## src/core/ebtec_pkg.sv

```systemverilog
// constants and types for the three 8-bit timer/event counters
package ebtec_pkg;
  localparam int          NUM_TIMERS   = 3;
  localparam logic [11:0] OFF_CTRL0    = 12'h000;
  localparam logic [11:0] OFF_CTRL1    = 12'h004;
  localparam logic [11:0] OFF_CTRL2    = 12'h008;
  localparam logic [11:0] OFF_PRE0     = 12'h00C;
  localparam logic [11:0] OFF_PRE1     = 12'h010;
  localparam logic [11:0] OFF_PRE2     = 12'h014;
  localparam logic [11:0] OFF_CNT0     = 12'h018;
  localparam logic [11:0] OFF_CNT1     = 12'h01C;
  localparam logic [11:0] OFF_CNT2     = 12'h020;
  localparam logic [11:0] OFF_IEN      = 12'h024;
  localparam logic [11:0] OFF_PWMEN    = 12'h028;
  localparam int          BIT_CLKSEL   = 5;
  localparam int          BIT_RUN      = 4;
  localparam int          BIT_EDGE     = 3;
  localparam int          MODE_HI      = 7;
  localparam int          MODE_LO      = 6;
  localparam logic [7:0]  CTRL_RESET   = 8'h08;
  localparam logic [7:0]  CTRL1_MASK   = 8'hF8;
  localparam logic [7:0]  CTRL2_MASK   = 8'hDF;
  localparam logic [7:0]  CNT_FULL     = 8'hFF;
  localparam logic [7:0]  PRE_DEFAULT  = 8'h00;
  localparam logic [6:0]  PSC_ONE      = 7'h01;
  localparam logic [1:0]  DIV4_LAST    = 2'h3;
  typedef enum logic [1:0] {
    MODE_NONE  = 2'b00,
    MODE_EVENT = 2'b01,
    MODE_TIMER = 2'b10,
    MODE_PULSE = 2'b11
  } ebtec_mode_t;
endpackage

```

## src/core/ebtec_timers.sv

```systemverilog
// three 8-bit count-up timer/event counters with apb register access
//
// The address map and the APB slave port are this design's own decisions.
`timescale 1ns/10ps
`default_nettype none

module ebtec_timers
  import ebtec_pkg::*;
(
  input  wire logic        sys_clk,
  input  wire logic        rst_n,
  input  wire logic        lxtClk,
  input  wire logic [2:0]  extTimerIn,
  input  wire logic        psel,
  input  wire logic        penable,
  input  wire logic        pwrite,
  input  wire logic [11:0] paddr,
  input  wire logic [31:0] pwdata,
  output logic             pready,
  output logic             pslverr,
  output logic [31:0]      prdata,
  output logic [2:0]       overflowPulse,
  output logic [2:0]       timerIrq,
  output logic             wakeUp
);
  import ebtec_pkg::*;

  logic [7:0] ctrl    [NUM_TIMERS];
  logic [7:0] preload [NUM_TIMERS];
  logic [7:0] count   [NUM_TIMERS];
  logic [2:0] irqEnable;
  logic       pwmEnabled;
  logic [2:0] pinMeta, pinSync, pinLast;
  logic       lxtMeta, lxtSync, lxtLast;
  logic       lxtRise;
  logic [1:0] div4;
  logic       sysDiv4Tick;
  logic [2:0] tickRaw;
  logic [2:0] capActive;
  logic [2:0] ovf;
  logic [2:0] capEnd;
  logic [2:0] preWrite;
  logic       wrAccess;
  logic       baseTick;
  logic [31:0] next_prdata;
  logic        addrOk;

  // writes land only at the edge that completes the transfer; a master
  // holding its access phase past pready writes the same word again two cycles later
  assign wrAccess = psel && penable && pwrite && pready;

  // lxt sampled as a level; its rise becomes a one-cycle tick
  always_ff @(posedge sys_clk or negedge rst_n) begin
    if (!rst_n) begin
      lxtMeta <= 1'b0;
      lxtSync <= 1'b0;
      lxtLast <= 1'b0;
    end else begin
      lxtMeta <= lxtClk;
      lxtSync <= lxtMeta;
      lxtLast <= lxtSync;
    end
  end
  assign lxtRise = lxtSync && !lxtLast;

  always_ff @(posedge sys_clk or negedge rst_n) begin
    if (!rst_n) begin
      div4 <= 2'h0;
    end else begin
      div4 <= div4 + 2'h1;
    end
  end
  assign sysDiv4Tick = (div4 == DIV4_LAST);

  // pwm override wins over the base clock select of timer 0
  assign baseTick = (pwmEnabled || !ctrl[0][BIT_CLKSEL]) ? 1'b1
                                                         : lxtRise;

  // external pin: two-flop synchroniser, edges on the second stage
  always_ff @(posedge sys_clk or negedge rst_n) begin
    if (!rst_n) begin
      pinMeta <= 3'h0;
      pinSync <= 3'h0;
      pinLast <= 3'h0;
    end else begin
      pinMeta <= extTimerIn;
      pinSync <= pinMeta;
      pinLast <= pinSync;
    end
  end

  genvar i;
  generate
    for (i = 0; i < NUM_TIMERS; i++) begin : g_tmr
      ebtec_mode_t mode;
      logic        rise, fall, edgeSel, run, internalTick, clkTick;
      logic        pscTick, actEdge, endEdge;
      logic [6:0]  pscMask;
      logic [6:0]  pscCnt;

      assign mode    = ebtec_mode_t'(ctrl[i][MODE_HI:MODE_LO]);
      assign run     = ctrl[i][BIT_RUN];
      assign edgeSel = ctrl[i][BIT_EDGE];
      assign rise    = pinSync[i] && !pinLast[i];
      assign fall    = !pinSync[i] && pinLast[i];

      if (i == 1) begin : g_t1
        // no prescaler on this timer
        assign internalTick = ctrl[i][BIT_CLKSEL] ? lxtRise
                                                  : sysDiv4Tick;
        assign pscTick = internalTick;
        assign pscMask = 7'h00;
      end else begin : g_tp
        assign internalTick = baseTick;
        assign pscMask = 7'(({7'h00, PSC_ONE} << ctrl[i][2:0]) - 14'h1);
        // tick when the divider wraps: ratio 2**code
        assign pscTick = internalTick &&
                         ((pscCnt & pscMask) == pscMask);
      end

      if (i != 1) begin : g_pscnt
        always_ff @(posedge sys_clk or negedge rst_n) begin
          if (!rst_n) begin
            pscCnt <= 7'h00;
          end else if (internalTick) begin
            pscCnt <= pscCnt + 7'h01;
          end
        end
        // the divider only moves on base ticks
        a_psc_hold: assert property (@(posedge sys_clk) disable iff (!rst_n)
          !internalTick |=> $stable(pscCnt))
          else $error("prescaler moved without tick");
      end else begin : g_nopsc
        assign pscCnt = 7'h00;
      end

      // edgeSel 0: start on fall, stop on rise; 1 the reverse
      assign actEdge = edgeSel ? rise : fall;
      assign endEdge = edgeSel ? fall : rise;

      always_comb begin
        case (mode)
          MODE_EVENT: clkTick = run && (edgeSel ? fall : rise);
          MODE_TIMER: clkTick = run && pscTick;
          MODE_PULSE: clkTick = run && capActive[i] && pscTick;
          default:    clkTick = 1'b0;
        endcase
      end

      assign ovf[i]    = clkTick && (count[i] == CNT_FULL);
      assign capEnd[i] = (mode == MODE_PULSE) && run && capActive[i]
                         && endEdge;

      always_ff @(posedge sys_clk or negedge rst_n) begin
        if (!rst_n) begin
          capActive[i] <= 1'b0;
        end else if (mode != MODE_PULSE || !run || capEnd[i]) begin
          capActive[i] <= 1'b0;
        end else if (actEdge) begin
          capActive[i] <= 1'b1;
        end
      end

      assign preWrite[i] = wrAccess &&
        (paddr == (i == 0 ? OFF_PRE0 : i == 1 ? OFF_PRE1 : OFF_PRE2));

      // preload: no reset, power-on content is whatever is there
      always_ff @(posedge sys_clk) begin
        if (preWrite[i]) begin
          preload[i] <= pwdata[7:0];
        end
      end

      always_ff @(posedge sys_clk or negedge rst_n) begin
        if (!rst_n) begin
          count[i] <= PRE_DEFAULT;
        end else if (preWrite[i] && !run) begin
          count[i] <= pwdata[7:0];
        end else if (ovf[i]) begin
          count[i] <= preload[i];
        end else if (clkTick) begin
          count[i] <= count[i] + 8'h01;
        end
      end

      // per-timer checks, one set for each counter
      a_ovf_flag: assert property (@(posedge sys_clk) disable iff (!rst_n)
        ovf[i] |=> overflowPulse[i])
        else $error("overflow pulse missing");
      a_none_idle: assert property (@(posedge sys_clk) disable iff (!rst_n)
        mode == MODE_NONE && !preWrite[i] |=> $stable(count[i]))
        else $error("count moved with no mode");
      a_irq_src: assert property (@(posedge sys_clk) disable iff (!rst_n)
        timerIrq[i] |-> overflowPulse[i])
        else $error("irq without overflow");
      a_ien_gate: assert property (@(posedge sys_clk) disable iff (!rst_n)
        ovf[i] && !irqEnable[i] |=> !timerIrq[i])
        else $error("irq passed while disabled");
      a_run_write: assert property (@(posedge sys_clk) disable iff (!rst_n)
        preWrite[i] && run && clkTick && !ovf[i]
        |=> count[i] == $past(count[i]) + 8'h01)
        else $error("running preload write hit count");
      a_timer_tick: assert property (@(posedge sys_clk) disable iff (!rst_n)
        mode == MODE_TIMER && run && pscTick && !ovf[i]
        |=> count[i] == $past(count[i]) + 8'h01)
        else $error("timer tick lost");
      a_event_edge: assert property (@(posedge sys_clk) disable iff (!rst_n)
        mode == MODE_EVENT && run && (edgeSel ? fall : rise) && !ovf[i]
        |=> count[i] == $past(count[i]) + 8'h01)
        else $error("selected edge not counted");
      a_cap_stop: assert property (@(posedge sys_clk) disable iff (!rst_n)
        capEnd[i] |=> !capActive[i])
        else $error("capture still active");
    end
  endgenerate

  // control registers; hardware clear of run wins over a software write
  always_ff @(posedge sys_clk or negedge rst_n) begin
    if (!rst_n) begin
      ctrl[0] <= CTRL_RESET;
      ctrl[1] <= CTRL_RESET;
      ctrl[2] <= CTRL_RESET;
    end else begin
      if (wrAccess && paddr == OFF_CTRL0) begin
        ctrl[0] <= pwdata[7:0];
      end
      if (wrAccess && paddr == OFF_CTRL1) begin
        ctrl[1] <= pwdata[7:0] & CTRL1_MASK;
      end
      if (wrAccess && paddr == OFF_CTRL2) begin
        ctrl[2] <= pwdata[7:0] & CTRL2_MASK;
      end
      for (int k = 0; k < NUM_TIMERS; k++) begin
        if (capEnd[k]) begin
          ctrl[k][BIT_RUN] <= 1'b0;
        end
      end
    end
  end

  always_ff @(posedge sys_clk or negedge rst_n) begin
    if (!rst_n) begin
      irqEnable  <= 3'h0;
      pwmEnabled <= 1'b0;
    end else begin
      if (wrAccess && paddr == OFF_IEN) begin
        irqEnable <= pwdata[2:0];
      end
      if (wrAccess && paddr == OFF_PWMEN) begin
        pwmEnabled <= pwdata[0];
      end
    end
  end

  always_ff @(posedge sys_clk or negedge rst_n) begin
    if (!rst_n) begin
      overflowPulse <= 3'h0;
      timerIrq      <= 3'h0;
      wakeUp        <= 1'b0;
    end else begin
      overflowPulse <= ovf;
      timerIrq      <= ovf & irqEnable;
      wakeUp        <= |ovf;
    end
  end

  always_comb begin
    addrOk      = 1'b1;
    next_prdata = 32'h0000_0000;
    case (paddr)
      OFF_CTRL0: next_prdata[7:0] = ctrl[0];
      OFF_CTRL1: next_prdata[7:0] = ctrl[1];
      OFF_CTRL2: next_prdata[7:0] = ctrl[2];
      OFF_PRE0:  next_prdata[7:0] = preload[0];
      OFF_PRE1:  next_prdata[7:0] = preload[1];
      OFF_PRE2:  next_prdata[7:0] = preload[2];
      OFF_CNT0:  next_prdata[7:0] = count[0];
      OFF_CNT1:  next_prdata[7:0] = count[1];
      OFF_CNT2:  next_prdata[7:0] = count[2];
      OFF_IEN:   next_prdata[2:0] = irqEnable;
      OFF_PWMEN: next_prdata[0]   = pwmEnabled;
      default:   addrOk = 1'b0;
    endcase
  end

  // one wait state: answer in the first access cycle's following edge
  always_ff @(posedge sys_clk or negedge rst_n) begin
    if (!rst_n) begin
      pready  <= 1'b0;
      pslverr <= 1'b0;
      prdata  <= 32'h0000_0000;
    end else begin
      pready  <= psel && penable && !pready;
      pslverr <= psel && penable && !pready && !addrOk;
      prdata  <= (psel && !pwrite) ? next_prdata : 32'h0000_0000;
    end
  end

  a_ctrl1_low_zero: assert property (@(posedge sys_clk) disable iff (!rst_n)
    ctrl[1][2:0] == 3'h0) else $error("timer1 low bits not zero");
  a_ctrl2_bit5: assert property (@(posedge sys_clk) disable iff (!rst_n)
    !ctrl[2][BIT_CLKSEL]) else $error("timer2 bit5 set");
  a_ovf_reload: assert property (@(posedge sys_clk) disable iff (!rst_n)
    ovf[0] && !preWrite[0] |=> count[0] == $past(preload[0]))
    else $error("no reload on overflow");
  a_irq_gate: assert property (@(posedge sys_clk) disable iff (!rst_n)
    timerIrq[0] |-> $past(irqEnable[0]) && overflowPulse[0])
    else $error("irq without enable");
  a_stop_hold: assert property (@(posedge sys_clk) disable iff (!rst_n)
    !ctrl[0][BIT_RUN] && !preWrite[0] |=> $stable(count[0]))
    else $error("count moved while stopped");
  a_stopped_load: assert property (@(posedge sys_clk) disable iff (!rst_n)
    preWrite[0] && !ctrl[0][BIT_RUN] |=> count[0] == $past(pwdata[7:0]))
    else $error("stopped preload not copied");
  a_cap_clear: assert property (@(posedge sys_clk) disable iff (!rst_n)
    capEnd[2] |=> !ctrl[2][BIT_RUN]) else $error("capture run kept");
  a_cap_armed: assert property (@(posedge sys_clk) disable iff (!rst_n)
    ctrl[2][MODE_HI:MODE_LO] == MODE_PULSE && !capActive[2] && !ovf[2]
    && !preWrite[2] |=> $stable(count[2])) else $error("capture early");
  a_event_one: assert property (@(posedge sys_clk) disable iff (!rst_n)
    ctrl[2][MODE_HI:MODE_LO] == MODE_EVENT && ctrl[2][BIT_RUN]
    && !preWrite[2] && !ovf[2] && !pinSync[2] && pinLast[2]
    && ctrl[2][BIT_EDGE] |=> count[2] == $past(count[2]) + 8'h01)
    else $error("event edge missed");

  // shared base clock, wake-up and bus answer
  a_pwm_base: assert property (@(posedge sys_clk) disable iff (!rst_n)
    pwmEnabled |-> baseTick)
    else $error("pwm did not force system clock");
  a_lxt_base: assert property (@(posedge sys_clk) disable iff (!rst_n)
    !pwmEnabled && ctrl[0][BIT_CLKSEL] |-> baseTick == lxtRise)
    else $error("base clock not crystal");
  a_wake_any: assert property (@(posedge sys_clk) disable iff (!rst_n)
    |ovf |=> wakeUp)
    else $error("wake missing on overflow");
  a_pready_once: assert property (@(posedge sys_clk) disable iff (!rst_n)
    pready |=> !pready)
    else $error("pready held two cycles");
  a_slverr_ready: assert property (@(posedge sys_clk) disable iff (!rst_n)
    pslverr |-> pready)
    else $error("error without ready");

  c_overflow: cover property (@(posedge sys_clk) disable iff (!rst_n)
    overflowPulse[0]);
  c_capture: cover property (@(posedge sys_clk) disable iff (!rst_n)
    capEnd[2]);
  c_event: cover property (@(posedge sys_clk) disable iff (!rst_n)
    ovf[1] && ctrl[1][MODE_HI:MODE_LO] == MODE_EVENT);
  c_held_write: cover property (@(posedge sys_clk) disable iff (!rst_n)
    preWrite[0] && ctrl[0][BIT_RUN]);
  c_lxt_base: cover property (@(posedge sys_clk) disable iff (!rst_n)
    lxtRise && ctrl[0][BIT_CLKSEL]);
endmodule

`default_nettype wire

```

## config.mk

```make
export PLATFORM = sky130hd
export DESIGN_NAME = ebtec_timers
export DESIGN_NICKNAME = d
export VERILOG_FILES = /design/src/core/ebtec_pkg.sv /design/src/core/ebtec_timers.sv
export SDC_FILE = /design/constraint.sdc
export NUM_CORES = 1
export LEC_CHECK = 0
export BUFFER_PORTS_ARGS = -buffer_cell sky130_fd_sc_hd__buf_2
export CELL_PAD_IN_SITES_DETAIL_PLACEMENT = 2
export CELL_PAD_IN_SITES_GLOBAL_PLACEMENT = 2
export CORE_UTILIZATION = 42
export CTS_BUF_LIST = sky130_fd_sc_hd__clkbuf_4
export DETAILED_ROUTE_END_ITERATION = 10
export PLACE_DENSITY = 0.95
export SETUP_SLACK_MARGIN = 0.15
export SLEW_MARGIN = 20
export SYNTH_ARGS = -nofsm -noshare
export SYNTH_HDL_FRONTEND = slang
export SYNTH_SLANG_ARGS = --single-unit
```

## constraint.sdc

```tcl
create_clock -name sys_clk -period 9.4 [get_ports sys_clk]
set_input_delay 1.88 -clock sys_clk [delete_from_list [all_inputs] [get_ports sys_clk]]
set_output_delay 1.88 -clock sys_clk [all_outputs]
set_load 0.1 [all_outputs]
```

# Yosys cells after proc, flatten, opt, wreduce, memory -nomap -nowiden
# Memories as Yosys holds them, arrays and structs flattened.
# Cells that the tools add are included.
# word_totals
regBits	96
latch_bits	0
ram_bits	24
romBits	0
in_bits	53
out_inout_bits	41
elab_cells	205
memories	1
# op_classes
addsub	8
n_mul	0
n_div	0
n_lt_le_gt_ge	0
eq_ne	28
shifts	2
n_mux	49
n_bitwise	3
n_reduce_logical	85
# mem_list
memory	depth	word_bits	rd	rd_ports_with_merged_regs	write_ports	line	text
preload	3	8	3	0	1	ebtec_timers.sv:29	logic [7:0] preload [NUM_TIMERS];
# ops
op	count
two-way mux 8 bit	12
logical AND 1 bit	50
equality test 12 x 5 -> 1 bit, second input constant	4
one-hot mux 5 bit (9 select lines)	1
equality test 12 x 6 -> 1 bit, second input constant	3
two-way mux 1 bit	26
adder 8 x 1 -> 8 bit, second input constant	3
equality test 12 x 4 -> 1 bit, second input constant	2
equality test 8 bit, second input constant	3
one-hot mux 2 bit (9 select lines)	1
OR reduction 8 bit	2
two-way mux 5 bit	3
adder 7 x 1 -> 7 bit, second input constant	2
bitwise AND 7 bit	2
equality test 2 bit, second input constant	7
equality test 7 bit	2
zero test 1 bit	14
<< shifter 1 x 3 -> 7 bit, first input constant	2
subtractor 7 x 1 -> 7 bit, second input constant	2
equality test 12 x 3 -> 1 bit, second input constant	1
zero test 12 bit	1
nonzero test 2 bit	6
OR reduction 11 bit	1
one-hot mux 1 bit (10 select lines)	1
9 further kinds	24

# Longest topological paths before layout
# Gate-level depths: netlist of the first run.
# depth
depth_word	10
depth_mapped	10
ltp_nobuf	9

# Worst setup path before layout of the first run
# No wires, ideal clock.
# synth_timing
path_kind	input -> register
from	in paddr[1]
to	mem preload[0][0] (enable)
setup_time_ns	0.383
arrival_time_ns	3.559
required_time_ns	9.017
path_slack_ns	5.457
cell_stages	4
n_path_buf	1
path_cell_list	or4_4 > or3_1 > buf_6 > nor3_1
# synth_via
elab_cells_between_ends	18
cone_classes	3 x eq/ne; 10 x mux; 5 x reduce/logical
# synth_rtl
element	line	text
start, declared	ebtec_timers.sv:17	input wire logic [11:0] paddr,
equality test 12 x 4 -> 1 bit	ebtec_timers.sv:165	(paddr == (i == 0 ? OFF_PRE0 : i == 1 ? OFF_PRE1 : OFF_PRE2));
logical AND 1 bit	ebtec_timers.sv:164	assign preWrite[i] = wrAccess &&
via preWrite[0]	ebtec_timers.sv:42	logic [2:0] preWrite;
two-way mux 1 bit	ebtec_timers.sv:169	if (preWrite[i]) begin
two-way mux 1 bit (implied by the code)	ebtec_timers.sv:170	preload[i] <= pwdata[7:0];
two-way mux 1 bit (no line) (2 in series)	n/a	
end, declared	ebtec_timers.sv:29	
# The timed path passes the listed nets, and every way through them passes these cells.

# Final worst setup path of the first run
# layout_timing
from	in paddr[4]
to	reg count[16] (netlist name)
# layout_via
elab_chain_len	4
elab_cells_between_ends	5
cone_classes	1 x eq/ne; 1 x mux; 3 x reduce/logical
# layout_lines
element	line	text
equality test 12 x 4 -> 1 bit *	ebtec_timers.sv:165	
logical AND 1 bit *	ebtec_timers.sv:164	
logical AND 1 bit *	ebtec_timers.sv:177	end else if (preWrite[i] && !run) begin
nonzero test 3 bit (no line) / two-way mux 8 bit (equally long branches)	n/a	
end signal, assigned by index	ebtec_timers.sv:178	count[i] <= pwdata[7:0];
end signal, assigned by index	ebtec_timers.sv:180	count[i] <= preload[i];
end signal, assigned by index	ebtec_timers.sv:182	count[i] <= count[i] + 8'h01;
end, declared	ebtec_timers.sv:30	logic [7:0] count [NUM_TIMERS];
# Every way passes the cells marked *; elsewhere a longest branch is shown, timed or not.
# A chain may end at the register's enable or synchronous reset.

==> run summary, run 1 <==
The quantity of gates resized following cts came out at 0. The worst setup path is launched from an input pin. The repair_antennas step left the layout with diodes totalling 0.

The remaining number of nets flagged by the antenna check after routing is 0. VDD sags by at most 0.000105 V. In this run the tightest slew margin relative to its limit is a little under half. The worst path uses about 43% of the clock period. The cell sitting at the root of the clock tree is a sky130_fd_sc_hd__clkbuf_4. The total vias in the final route came out at 5,326.

After clock tree synthesis, the clock-pin slew on the worst setup and hold paths is ~0.11 ns. The initial core utilization came out at 43.0%. The worst hold path startpoint is pinMeta[2]. The detailed-route DRC error count is 0. TritonCTS built the clock tree. The final-report setup violation count came out at 0.

The relative area change from synthesis to final layout is 7.76%. The data required time of the critical path came out at 9.86 ns. The quantity of hold-fixing buffers added after cts is 0. The critical path is of the in2reg type. The largest net degree at the start of global routing came out at 53. The synthesized flop and latch total is 120. The total setup buffers inserted after CTS is 0. In the global route stage, overall resource usage came out at between 20% and 30%. The worst-case hold slack came out at 0.355 ns. The average vias per placed instance is about 6.3. Along the worst path, the maximum fanout reaches 22. The setup total negative slack came out at 0 ns. The count of standard-cell rows is 45. The TritonCTS sink count is 120.

The via count of the first global-routing pass is 5,980. In this run the biggest area consumer among cell types represents between 30 and 40% of the synthesized area. The detailed router finished its first iteration with 334 violations. The critical path launch point is paddr[4]. On the final layout, the worst clock skew is about 0.033 ns. The initial antenna violation count came to 0. The congestion estimate from routability-driven global placement came to a little under 0.9.

The top achievable clock speed came out at 245 MHz. Among all flip-flop cells after synthesis, the most frequent one is sky130_fd_sc_hd__dfrtp_1. The number of nets in the final layout came out at 704. The worst register-to-register path begins at ctrl[2]. Summing every instance area after synthesis gives 6530 um^2. The die outline area came out at 16,100 um^2.

The length of the first detailed-routing pass in iterations came out at 5. For the finished layout, the period the worst path requires is 4.08 ns. The register-to-register setup slack is 5.86 ns.

Setup repair after global routing left no endpoint under its margin. The fraction of layout instances using a drive strength above 1 came out at roughly 21%. Sorting the synthesized cells by area gives the leading types as sky130_fd_sc_hd__dfrtp_1, sky130_fd_sc_hd__edfxtp_1, sky130_fd_sc_hd__mux2_2. The power density over the cells is between 100 and 150 nW/um^2.

The total I/O pin count came out at 94. The half-perimeter wire length after detailed placement came out at 16.1 mm. The number of hold violations in the final report was 0. The routed length per placed instance is 25.7 um. The actual slew at the worst max-slew pin came out at 0.791 ns. The core region is 15,200 um^2. The number of levels in the clock H-tree came out at 4. The number of enable-type register cells in the synthesized netlist came out at 24. The total count of max-transition violations in the final report came to 0.

The leakage power came out at 2.94 nW. Summed over all layers, the routed wires come to approximately 22 mm. The number of max-cap violations is 0. The synthesized netlist cell count is between 600 and 700. Yosys printed 0 warnings.

The data arrival time of the critical path came out at 4.54 ns. In this run the vertical extent of the chip is 127 um. The type of the most critical hold path is reg2reg. The clock insertion delay at the later pin of the skew report came out at 0.59 ns. The worst setup path is captured at a flip-flop. The flow ran to the end, and the final reports show no timing, DRC or antenna violations. TritonCTS created 17 clock buffers.

The die is 127 um wide. The synthesized design spends more area on one cell type than any other, namely sky130_fd_sc_hd__dfrtp_1. The number of buffers inserted by port buffering came out at 45.

The wire length of the first global-routing pass came out at approximately 35 mm. The async set-reset flop share out of synthesis is 80.0%. The share of the yosys chip area belonging to registers came out at 47.9%.

The total congestion overflow after global routing is 0. The average cell area after synthesis is ~11 um^2. The number of library cell types mapped by synthesis is a little under 80. The maximum number of buffers from clock root to sink is 2.
==> state kept, by name (all words and copies together) (netlist names), 2 cells and up <==
name and flops:
count 24, preload 24, ctrl 20, g_tmr.pscCnt 14, prdata 8, capActive 3
irqEnable 3, overflowPulse 3, pinLast 3, pinMeta 3, pinSync 3, timerIrq 3
div4 2
==> critical path: stages <==
cell                      delay, ns
sky130_fd_sc_hd__buf_2         0.25
sky130_fd_sc_hd__or4_1         0.56
sky130_fd_sc_hd__or3_1         0.59
sky130_fd_sc_hd__nor4_4        0.64
sky130_fd_sc_hd__nor2_1        0.22
sky130_fd_sc_hd__a221o_2       0.39
==> routing by layer <==
layer	global-route usage [%]	vias to the layer above	part of all wire, %
met5	0	-	0
met4	13.9	0	4.1
met3	6.03	58	5.0
met2	50.9	193	51
met1	34.4	2773	40
li1	-	2302	-
==> path summary, 6_finish.rpt <==
path                       depth (start not counted)    endpoint
hold / removal                                     0  pinSync[2]
setup / recovery                                   6   count[16]
setup reg to reg                                   8    count[3]
max in group asynchronous                          2    ctrl[14]
min in group asynchronous                          1    count[2]
hold reg to reg                                    0  pinSync[2]
==> cells in the final DEF, fill, tap and decap left out, types with 13 or more instances in the layout <==
cell type                  Yosys  layout
sky130_fd_sc_hd__mux2_2       28      28
sky130_fd_sc_hd__nor2_1       44      44
sky130_fd_sc_hd__edfxtp_1     24      24
sky130_fd_sc_hd__nand3_1      16      16
sky130_fd_sc_hd__o21ai_0      18      18
sky130_fd_sc_hd__dfrtp_1      93      93
sky130_fd_sc_hd__conb_1        1      24
sky130_fd_sc_hd__clkbuf_4      0      22
sky130_fd_sc_hd__mux2i_1      16      16
sky130_fd_sc_hd__nand2_1      50      50
sky130_fd_sc_hd__buf_2         5      44
sky130_fd_sc_hd__nand2b_1     13      13
sky130_fd_sc_hd__a21oi_1      27      27
==> where the power goes <==
| part | leakage (nW) | internal (mW) | switching, mW |
|---|---|---|---|
| registers | 1.46 | 0.552 | 0.0286 |
| clock network | 0.133 | 0.138 | 0.191 |
| logic | 1.34 | 0.0303 | 0.0921 |
| total | 2.94 | 0.721 | 0.311 |
==> layout make-up <==
cell class | instances | area (um^2)
Fill cell | 1579 | 8160
Multi-Input combinational cell | 451 | 3180
Sequential cell | 120 | 3130
Timing Repair Buffer | 47 | 243
Tap cell | 188 | 235
Clock buffer | 22 | 165
Clock inverter | 9 | 62.6
Inverter | 6 | 22.5
==> cells by family after synthesis <==
| kind of cell | count (synthesis) | share of synthesized area [%] |
|---|---|---|
| adder cells (fa/ha/maj) | 8 | 1.53 |
| AO/OA/AOI/OAI | 140 | 16.5 |
| buffers and inverters | 55 | 4.87 |
| multiplexers | 48 | 8.66 |
| other | 1 | 0.0574 |
| flip-flops | 120 | 47.9 |
| AND/OR/NAND/NOR | 211 | 17.8 |
| XOR/XNOR | 20 | 2.68 |
==> cells in the mapped netlist, types with 3 or more instances <==
cell type and instances:
sky130_fd_sc_hd__xor2_1 10, sky130_fd_sc_hd__a22o_1 7, sky130_fd_sc_hd__a221o_2 6, sky130_fd_sc_hd__buf_2 5
sky130_fd_sc_hd__or3b_2 3, sky130_fd_sc_hd__a22oi_1 4, sky130_fd_sc_hd__o211a_1 4, sky130_fd_sc_hd__nor3b_1 9
sky130_fd_sc_hd__a21o_1 4, sky130_fd_sc_hd__a31oi_1 11, sky130_fd_sc_hd__nor2_1 44, sky130_fd_sc_hd__mux4_2 4
sky130_fd_sc_hd__inv_1 6, sky130_fd_sc_hd__a221oi_1 4, sky130_fd_sc_hd__o21ai_0 18, sky130_fd_sc_hd__edfxtp_1 24
sky130_fd_sc_hd__and2_1 8, sky130_fd_sc_hd__o32ai_1 3, sky130_fd_sc_hd__nand4_1 10, sky130_fd_sc_hd__mux2_2 28
sky130_fd_sc_hd__o21bai_1 3, sky130_fd_sc_hd__or3_1 5, sky130_fd_sc_hd__clkbuf_1 15, sky130_fd_sc_hd__and3_1 7
sky130_fd_sc_hd__a21oi_1 27, sky130_fd_sc_hd__nor3_1 11, sky130_fd_sc_hd__ha_1 8, sky130_fd_sc_hd__xnor2_1 10
sky130_fd_sc_hd__nand3b_1 3, sky130_fd_sc_hd__mux2i_1 16, sky130_fd_sc_hd__nand2_1 50, sky130_fd_sc_hd__nand3_1 16
sky130_fd_sc_hd__dfstp_2 3, sky130_fd_sc_hd__and4_1 4, sky130_fd_sc_hd__o31ai_1 4, sky130_fd_sc_hd__buf_1 3
sky130_fd_sc_hd__dfrtp_1 93, sky130_fd_sc_hd__buf_4 24, sky130_fd_sc_hd__a211oi_1 7, sky130_fd_sc_hd__a222oi_1 5
sky130_fd_sc_hd__nor2b_1 10, sky130_fd_sc_hd__a221o_1 12, sky130_fd_sc_hd__nand2b_1 13
==> stage by stage <==
step | cell area, um^2 | utilization [%] | worst slack (ns) | std cells | power [mW]
2_1_floorplan | 6620 | - | 5.46 | 626 | 0.676
3_3_place_gp | 6800 | 44.7 | 4.85 | 812 | 0.702
3_5_place_dp | 6800 | 44.7 | 4.63 | 812 | 0.713
4_1_cts | 7030 | 46.2 | 5.25 | 843 | 1.04
5_1_grt | 7040 | 46.3 | 5.30 | 843 | 1.07
6_report | 7040 | 46.3 | 5.32 | 843 | 1.03
(Power assumes the default switching activity.)
==> run 2: changes to the inputs <==
ABC_AREA = 1   (was default)
CORE_UTILIZATION = 35   (was 42)
PLACE_DENSITY = 0.92   (was 0.95)
clock period = 3.9 ns   (was 9.4 ns; I/O delays follow)
==> run summary, run 2 <==
The most instantiated flip-flop cell in the synthesis netlist is sky130_fd_sc_hd__dfrtp_1. The first global-routing pass estimated 36.9 mm of wire. The core outline area is ~18,000 um^2.

The largest registers in the layout are count x24, preload x24, ctrl x20. The remaining number of nets flagged by the antenna check after routing is 0. The signal on the critical path passes through nor2_1, nand2_1, ha_1, inv_1, nand2_1, nand2_1, nor2_1, nor2_1, nand3_2, nand2_2, nand2_1, nand3_1. The maximum fanout along the worst path came out at 10. In this run switching power makes up 30.3% of total power. The die outline area is 19,400 um^2. The share of synthesized area in the top cell type comes to 35.2%. For this run, the post-layout net count is ~930. Data arrives at the worst endpoint at 3.13 ns.

The average cell area after synthesis is 8.13 um^2. TritonCTS built the clock tree. The highest-delay cell along the critical path is sky130_fd_sc_hd__dfrtp_1.

Dividing the detail-routed wire length by the instance count gives approximately 21 um. The worst setup path is captured at a flip-flop. Setup violations remaining at the end of the flow were counted as 0. The count of standard-cell rows came out at 49. After synthesis, the cell types taking the most area are sky130_fd_sc_hd__dfrtp_1, sky130_fd_sc_hd__nand2_1, sky130_fd_sc_hd__edfxtp_1. The total setup buffers inserted after CTS came out at 0. In this run the static leakage power is 3.61 nW. The netlist area before placement is 6600 um^2. Grouping stages by cell kind, the critical path spends the most delay in simple AND/OR/NAND/NOR gates. The relative area change from synthesis to final layout is 10.4%. The first detailed-routing pass ran for 5 iterations.

The number of buffers inserted by port buffering is 45. The Yosys step of the flow raised 0 warnings. The share of the yosys chip area belonging to registers came out at a little under half. The power density over the cells came out at 352 nW/um^2.

Leaving out fill and tap cells, the most frequent cell in the layout is sky130_fd_sc_hd__nand2_1. The layer with the highest usage after global routing is met2. The number of cells on the worst reg-to-reg path is 12. The number of hold violations in the final report is 0. The net load switching power came out at 776 uW. In the routed design, unresolved DRC markers number 0. The quantity of hold-fixing buffers added after cts is 0. The TritonCTS sink count came out at 120. Once detailed placement completed, the half-perimeter wirelength came to 17.2 mm.

After layout, the worst path uses 67.1% of the clock period. Sorting the synthesized cells by how often they occur yields sky130_fd_sc_hd__nand2_1, sky130_fd_sc_hd__inv_1, sky130_fd_sc_hd__dfrtp_1. In this run the critical register-to-register path is launched from ctrl[2]. Summing over every cut layer, the via total after detailed routing is 5,992.

From bottom edge to top edge, the die measures 139 um. For the worst setup path, the data required time is 4.41 ns. The layout filler cell count came out at 2,120. The fraction of layout instances using a drive strength above 1 came out at a little over an eighth. The total power is 2.56 mW. Cell internal power was estimated by the tool at 1.79 mW. In this design, the stage delay of the slowest critical-path cell is 0.51 ns.

The number of levels in the clock H-tree came out at 4. The worst setup path is launched from a flip-flop. The power share of the clock group is 35.0%. Summed over all instances, the cell type with the most area after synthesis is sky130_fd_sc_hd__dfrtp_1. For met2 alone, demand over resource in global routing was between 40 and 50%.

Counting the buffers created by CTS gives 17. VDD sags by at most 0.000302 V. The initial DRC count is roughly 360.

Entering global routing, the biggest net connects 47 pins. In this run, placement finished with an instance count of between 1,000 and 1,500. The total I/O pin count is 94. Global routing used 30.4% of the available met1 tracks.

Global routing consumed, on the met3 layer, 5.26% of the routing resources. The setup total negative slack came out at 0 ns. The clock skew after layout is roughly 0.022 ns. Sequential cells burn 53.2% of the power.

The top achievable clock speed is around 380 MHz. The initial antenna violation count is 1. The total count of max-transition violations in the final report came out at 0. Counting flops with a built-in enable in the synthesized netlist gives 24.

Counting distinct cell types in the post-synthesis netlist gives 38. The via count of the first global-routing pass came out at 6,589. For the pin with the worst max-slew slack, the measured transition is 0.614 ns. Per report_power, the combinational group accounts for a little under an eighth of the total. Once the clock tree was built, the resizer swapped 0 gates to a different size. The initial core utilization is 36.3%.

Counting buffers and inverters, the worst setup path is 12 cells deep. Among the stages of the critical path, the cell type that occurs most often is sky130_fd_sc_hd__nand2_1. The maximum number of buffers from clock root to sink came out at 2.

The headroom to the max-slew limit is about three fifths. The global placement routability congestion came out at 0.883. The overall routing resource usage came out at 25.2%. In this run the worst setup path begins at ctrl[2]. Together, buffers and inverters on the worst path number 1. The tree is rooted in a sky130_fd_sc_hd__clkbuf_4.

Setup repair after global routing left no endpoint under its margin. The average vias per placed instance came out at 5.37. The overall routed net length came out at 23.3 mm.

sky130_fd_sc_hd__nand2_1 is the most common cell in the netlist. The total congestion overflow after global routing came out at 0. The run finished with clean final reports. The type of the most critical hold path is in2async. The critical path is of the reg2reg type.

The minimum period implied by the final worst setup slack came out at 2.62 ns. The async set-reset flop share out of synthesis came out at 80.0%. Max-cap violations in this run came to 0. The die width is 139 um. The clock-pin slew of the registers on the worst-case setup and hold paths came out at 0.12 ns. The finished layout holds 1,115 standard cells, fillers aside.

The clock insertion delay at the later pin of the skew report came out at 0.59 ns. The synthesized flop and latch total came out at 120. The synthesized netlist cell count came out at approximately 800. The library cells used most frequently in the layout, excluding fill and tap cells, are sky130_fd_sc_hd__nand2_1, sky130_fd_sc_hd__inv_1, sky130_fd_sc_hd__dfrtp_1, sky130_fd_sc_hd__nand3_1, sky130_fd_sc_hd__nor2_1.
run 2: path summary, 6_finish.rpt:
path / to / slack (ns)
worst max-delay path: wakeUp / 1.28
worst min-delay path: g_tmr[0].pscCnt[1] / 0.20
worst max register to register: wakeUp / 1.28
worst min register to register: pinSync[0] / 0.36
max in group asynchronous: count[2] / 2.86
min in group sys_clk: lxtMeta / 0.31
run 2: layout make-up:
class / instances / area [um^2] / share of cell area (%)
repair buffers: 51 / 273 / 3.74
clock buffers: 21 / 158 / 2.16
flip-flops and latches: 120 / 3130 / 42.9
multi-input cells: 563 / 2890 / 39.6
well taps: 229 / 287 / 3.93
clock inverters: 11 / 106 / 1.46
inverters: 119 / 447 / 6.13
diodes: 1 / 2.50 / 0.0343
run 2: cell families after synthesis:
group | synth area share, %
buffers and inverters | 10.2
AO/OA/AOI/OAI | 8.43
XOR/XNOR | 3.85
multiplexers | 0.512
other | 0.0568
AND/OR/NAND/NOR | 28.1
flip-flops | 47.4
adder cells (fa/ha/maj) | 1.52
run 2: through the flow:
| step | hold WS (ns) | utilization (%) | cell area (um^2) | setup WS, ns |
|---|---|---|---|---|
| 2_1_floorplan | 0.331 | - | 6690 | 1.48 |
| 3_3_place_gp | 0.334 | 38.6 | 7020 | 1.17 |
| 3_5_place_dp | 0.336 | 38.6 | 7020 | 1.03 |
| 4_1_cts | 0.187 | 40.0 | 7280 | 1.33 |
| 5_1_grt | 0.217 | 40.0 | 7290 | 1.14 |
| 6_report | 0.204 | 40.0 | 7290 | 1.28 |
run 2: power groups by stage:
stage               Clock (mW)  Sequential (mW)  Combinational [mW]
global placement             0             1.39               0.289
CTS                      0.914             1.37               0.305
floorplan                    0             1.39               0.225
detailed placement           0             1.39               0.301
global route             0.956             1.37               0.327
finish                   0.897             1.37               0.302
run 2: metal layers:
metal | routed length [um] | vias up
li1 | - | 2748
met1 | 9950 | 3019
met2 | 11500 | 182
met3 | 1060 | 43
met4 | 799 | 0
met5 | 0 | -
run 2: worst register-to-register path, delay by kind of cell, from the launching register on:
family | cells | cell delay (ns)
flops | 1 | 0.51
buf+inv | 1 | 0.13
simple gates | 10 | 1.67
fa+ha+maj | 1 | 0.23
==> run 3: changes to the inputs <==
ABC_AREA = 0   (was 1)
CORE_UTILIZATION = 39   (was 35)
PLACE_DENSITY = 0.93   (was 0.92)
clock period = 2.7 ns   (was 3.9 ns; I/O delays follow)
==> run summary, run 3 (same netlist as run 1, synthesis figures left out) <==
The flow ran to the end, but the final reports show violations. The checks that failed: setup timing. Counting along the longest clock path gives a buffer depth of 2. The number of diodes is 0.

The overall routing resource usage is 30.4%. The initial antenna violation count is 1. Hold is met by approximately 0.059 ns. The library cell used most frequently in the layout, excluding fill and tap cells, is sky130_fd_sc_hd__dfrtp_1. Among the stages of the critical path, the cell type that occurs most often is sky130_fd_sc_hd__a221o_1. The die outline area is roughly 17,000 um^2.

The data arrival time of the critical path is 3.29 ns. The total count of max-transition violations in the final report came out at 0. The count of standard-cell rows came out at 46. In the routed design, unresolved DRC markers number 0. The root buffer cell chosen for the clock tree is sky130_fd_sc_hd__clkbuf_4. In this run, the number of DRC markers left after iteration 0 of detailed routing was 452. The sequential cell area came out at 3130 um^2.

The worst setup path is launched from a flip-flop. Detailed placement ended at an HPWL of around 18 mm. Once the floorplan was initialized, standard cells occupied about two fifths of the core. On the worst path, the slowest cell contributes a delay of 0.42 ns. The largest net degree at the start of global routing came out at 65. Dividing total power by cell area gives a power density of ~490 nW/um^2. The remaining number of nets flagged by the antenna check after routing is 0. The routed length per placed instance came out at between 20 and 30 um. The minimum period implied by the final worst setup slack came out at 2.78 ns.

The clock net in this run drives a total of 120 sinks. Summed over all cells, the static leakage comes to 3.23 nW. The number of nets in the final layout is 751. The category of the critical setup timing path is reg2reg. Relative to the synthesized area, the layout overhead comes to 18.0%.

The top achievable clock speed is 359 MHz. The overall routed net length is 25.4 mm. The largest individual stage delay along the critical path comes from the cell sky130_fd_sc_hd__dfrtp_1.

After clock tree synthesis, the clock-pin slew on the worst setup and hold paths is 0.14 ns. The worst supply voltage drop on vdd is 0.000310 V. The total I/O pin count came out at 94. The finished layout holds 919 standard cells, fillers aside. Summed over all layers, the global routing overflow is 0. Measured along the y axis, the die boundary spans 131 um. Counting tap cells, the placed design contains a total of 879 instances. Setup repair after global routing could not meet its margin everywhere.

The via count of the first global-routing pass is 6,298. In the layout the commonest cells are sky130_fd_sc_hd__dfrtp_1, sky130_fd_sc_hd__nand2_1, sky130_fd_sc_hd__buf_2, sky130_fd_sc_hd__buf_4, sky130_fd_sc_hd__nor2_1. For the worst setup path, the data required time is about 3.2 ns. The final-report setup violation count came out at 6. The fraction of layout instances using a drive strength above 1 is 30.3%. In this run the worst path has a maximum fanout of 8. In the final layout, the registers with the most flip-flops are count x24, preload x24, ctrl x20. Before antenna repair, the detailed router went through 6 iterations. Fill cells in the final layout number 1,659. STA classifies the critical path endpoint as a flip-flop. The later pin in the worst-skew pair is clocked with a latency of 0.59 ns. The total CTS buffers is 17. The tool flagged a number of max-cap violations equal to 0. The headroom to the max-slew limit came out at roughly 57%. The H-tree was split into 4 levels.

The wire length of the first global-routing pass came out at 39.1 mm. The completed layout was analyzed and its total power is 3.75 mW. From left edge to right edge, the die measures 131 um. The clock arrives with 0.0295 ns of skew. In the post-route analysis, the smallest setup slack over all paths is -0.0828 ns. After detailed routing, the number of vias per cell comes to about 6.2. During placement, the flow inserted port buffers numbering 45. The actual slew at the worst max-slew pin is about 0.64 ns. The routed layout has 5,709 vias. The critical path goes through or3_4, ha_4, nor2b_4, a221o_1, a2111o_1, o31ai_4, buf_6, o211a_1, a221o_1. The global placement routability congestion is approximately 0.9. The final worst-path cycle share is 103%. The multi-input combinational cells in the finished layout cover a total of 3400 um^2.

The final cell utilization of the core is 47.8%. The number of hold violations in the final report is 0. The final instance area came out at 7700 um^2. The core region is around 16,000 um^2. TritonCTS built the clock tree. In this run the worst hold path is classified as in2reg. The post-place instance area came out at 7160 um^2.
## run 3: changes by cell type in the layout (fill, tap and decap cells not counted), sizes merged, moves of 25 or more
cell   previous run  this run
inv             119         8
nand2           204        50
nand3            71        16
buf              51        93
mux2              3        28
o21ai            44        18
## run 3: final cells by class
| class | count | area share [%] |
|---|---|---|
| repair buffers | 94 | 8.12 |
| inverters | 6 | 0.292 |
| flip-flops and latches | 120 | 40.6 |
| clock inverters | 15 | 1.69 |
| clock buffers | 17 | 1.66 |
| well taps | 216 | 3.51 |
| multi-input cells | 451 | 44.1 |
## run 3: path summary, 6_finish.rpt
path	start	to	slack, ns	cells past startpoint
min in group asynchronous	rst_n	count[2]	0.46	2
setup / recovery	ctrl[1]	count[3]	-0.08	9
max in group asynchronous	rst_n	ctrl[3]	1.47	3
hold reg to reg	pinMeta[2]	pinSync[2]	0.34	0
setup reg to reg	ctrl[1]	count[3]	-0.08	9
hold / removal	extTimerIn[1]	pinMeta[1]	0.06	1
## run 3: worst max-delay path, delay by kind of cell (launching register included)
kind	cells	cell delay, ns
compound gates	5	1.40
simple gates	2	0.52
flops	1	0.42
buf+inv	1	0.19
fa+ha+maj	1	0.18
## run 3: through the flow
stage | setup TNS, ns | setup slack (ns)
final | -0.261 | -0.0828
after global routing | -0.723 | -0.124
after CTS | -0.0265 | -0.0265
after detailed placement | -0.573 | -0.0848
after global placement | -0.0148 | -0.0148
after floorplan | -0.266 | -0.0666
## run 3: per-layer routing
metal	GRT usage (%)	part of all wire [%]
met5	0	0.043
met2	53.4	51
met4	17.1	6.1
met1	34.1	37
met3	6.52	5.8
## run 3: timing repair
| action | CTS | global route |
|---|---|---|
| pin swaps | 14 | 13 |
| endpoints found under the setup margin | 20 | 19 |
| buffers inserted | 5 | 2 |
| gates resized for setup | 27 | 13 |
| hold buffers | 1 | 0 |
| endpoints found under the hold margin | 32 | 0 |
## run 3: power by group
group / internal [mW] / switching (mW)
Sequential: 1.92 / 0.111
Clock: 0.454 / 0.808
Combinational: 0.123 / 0.336
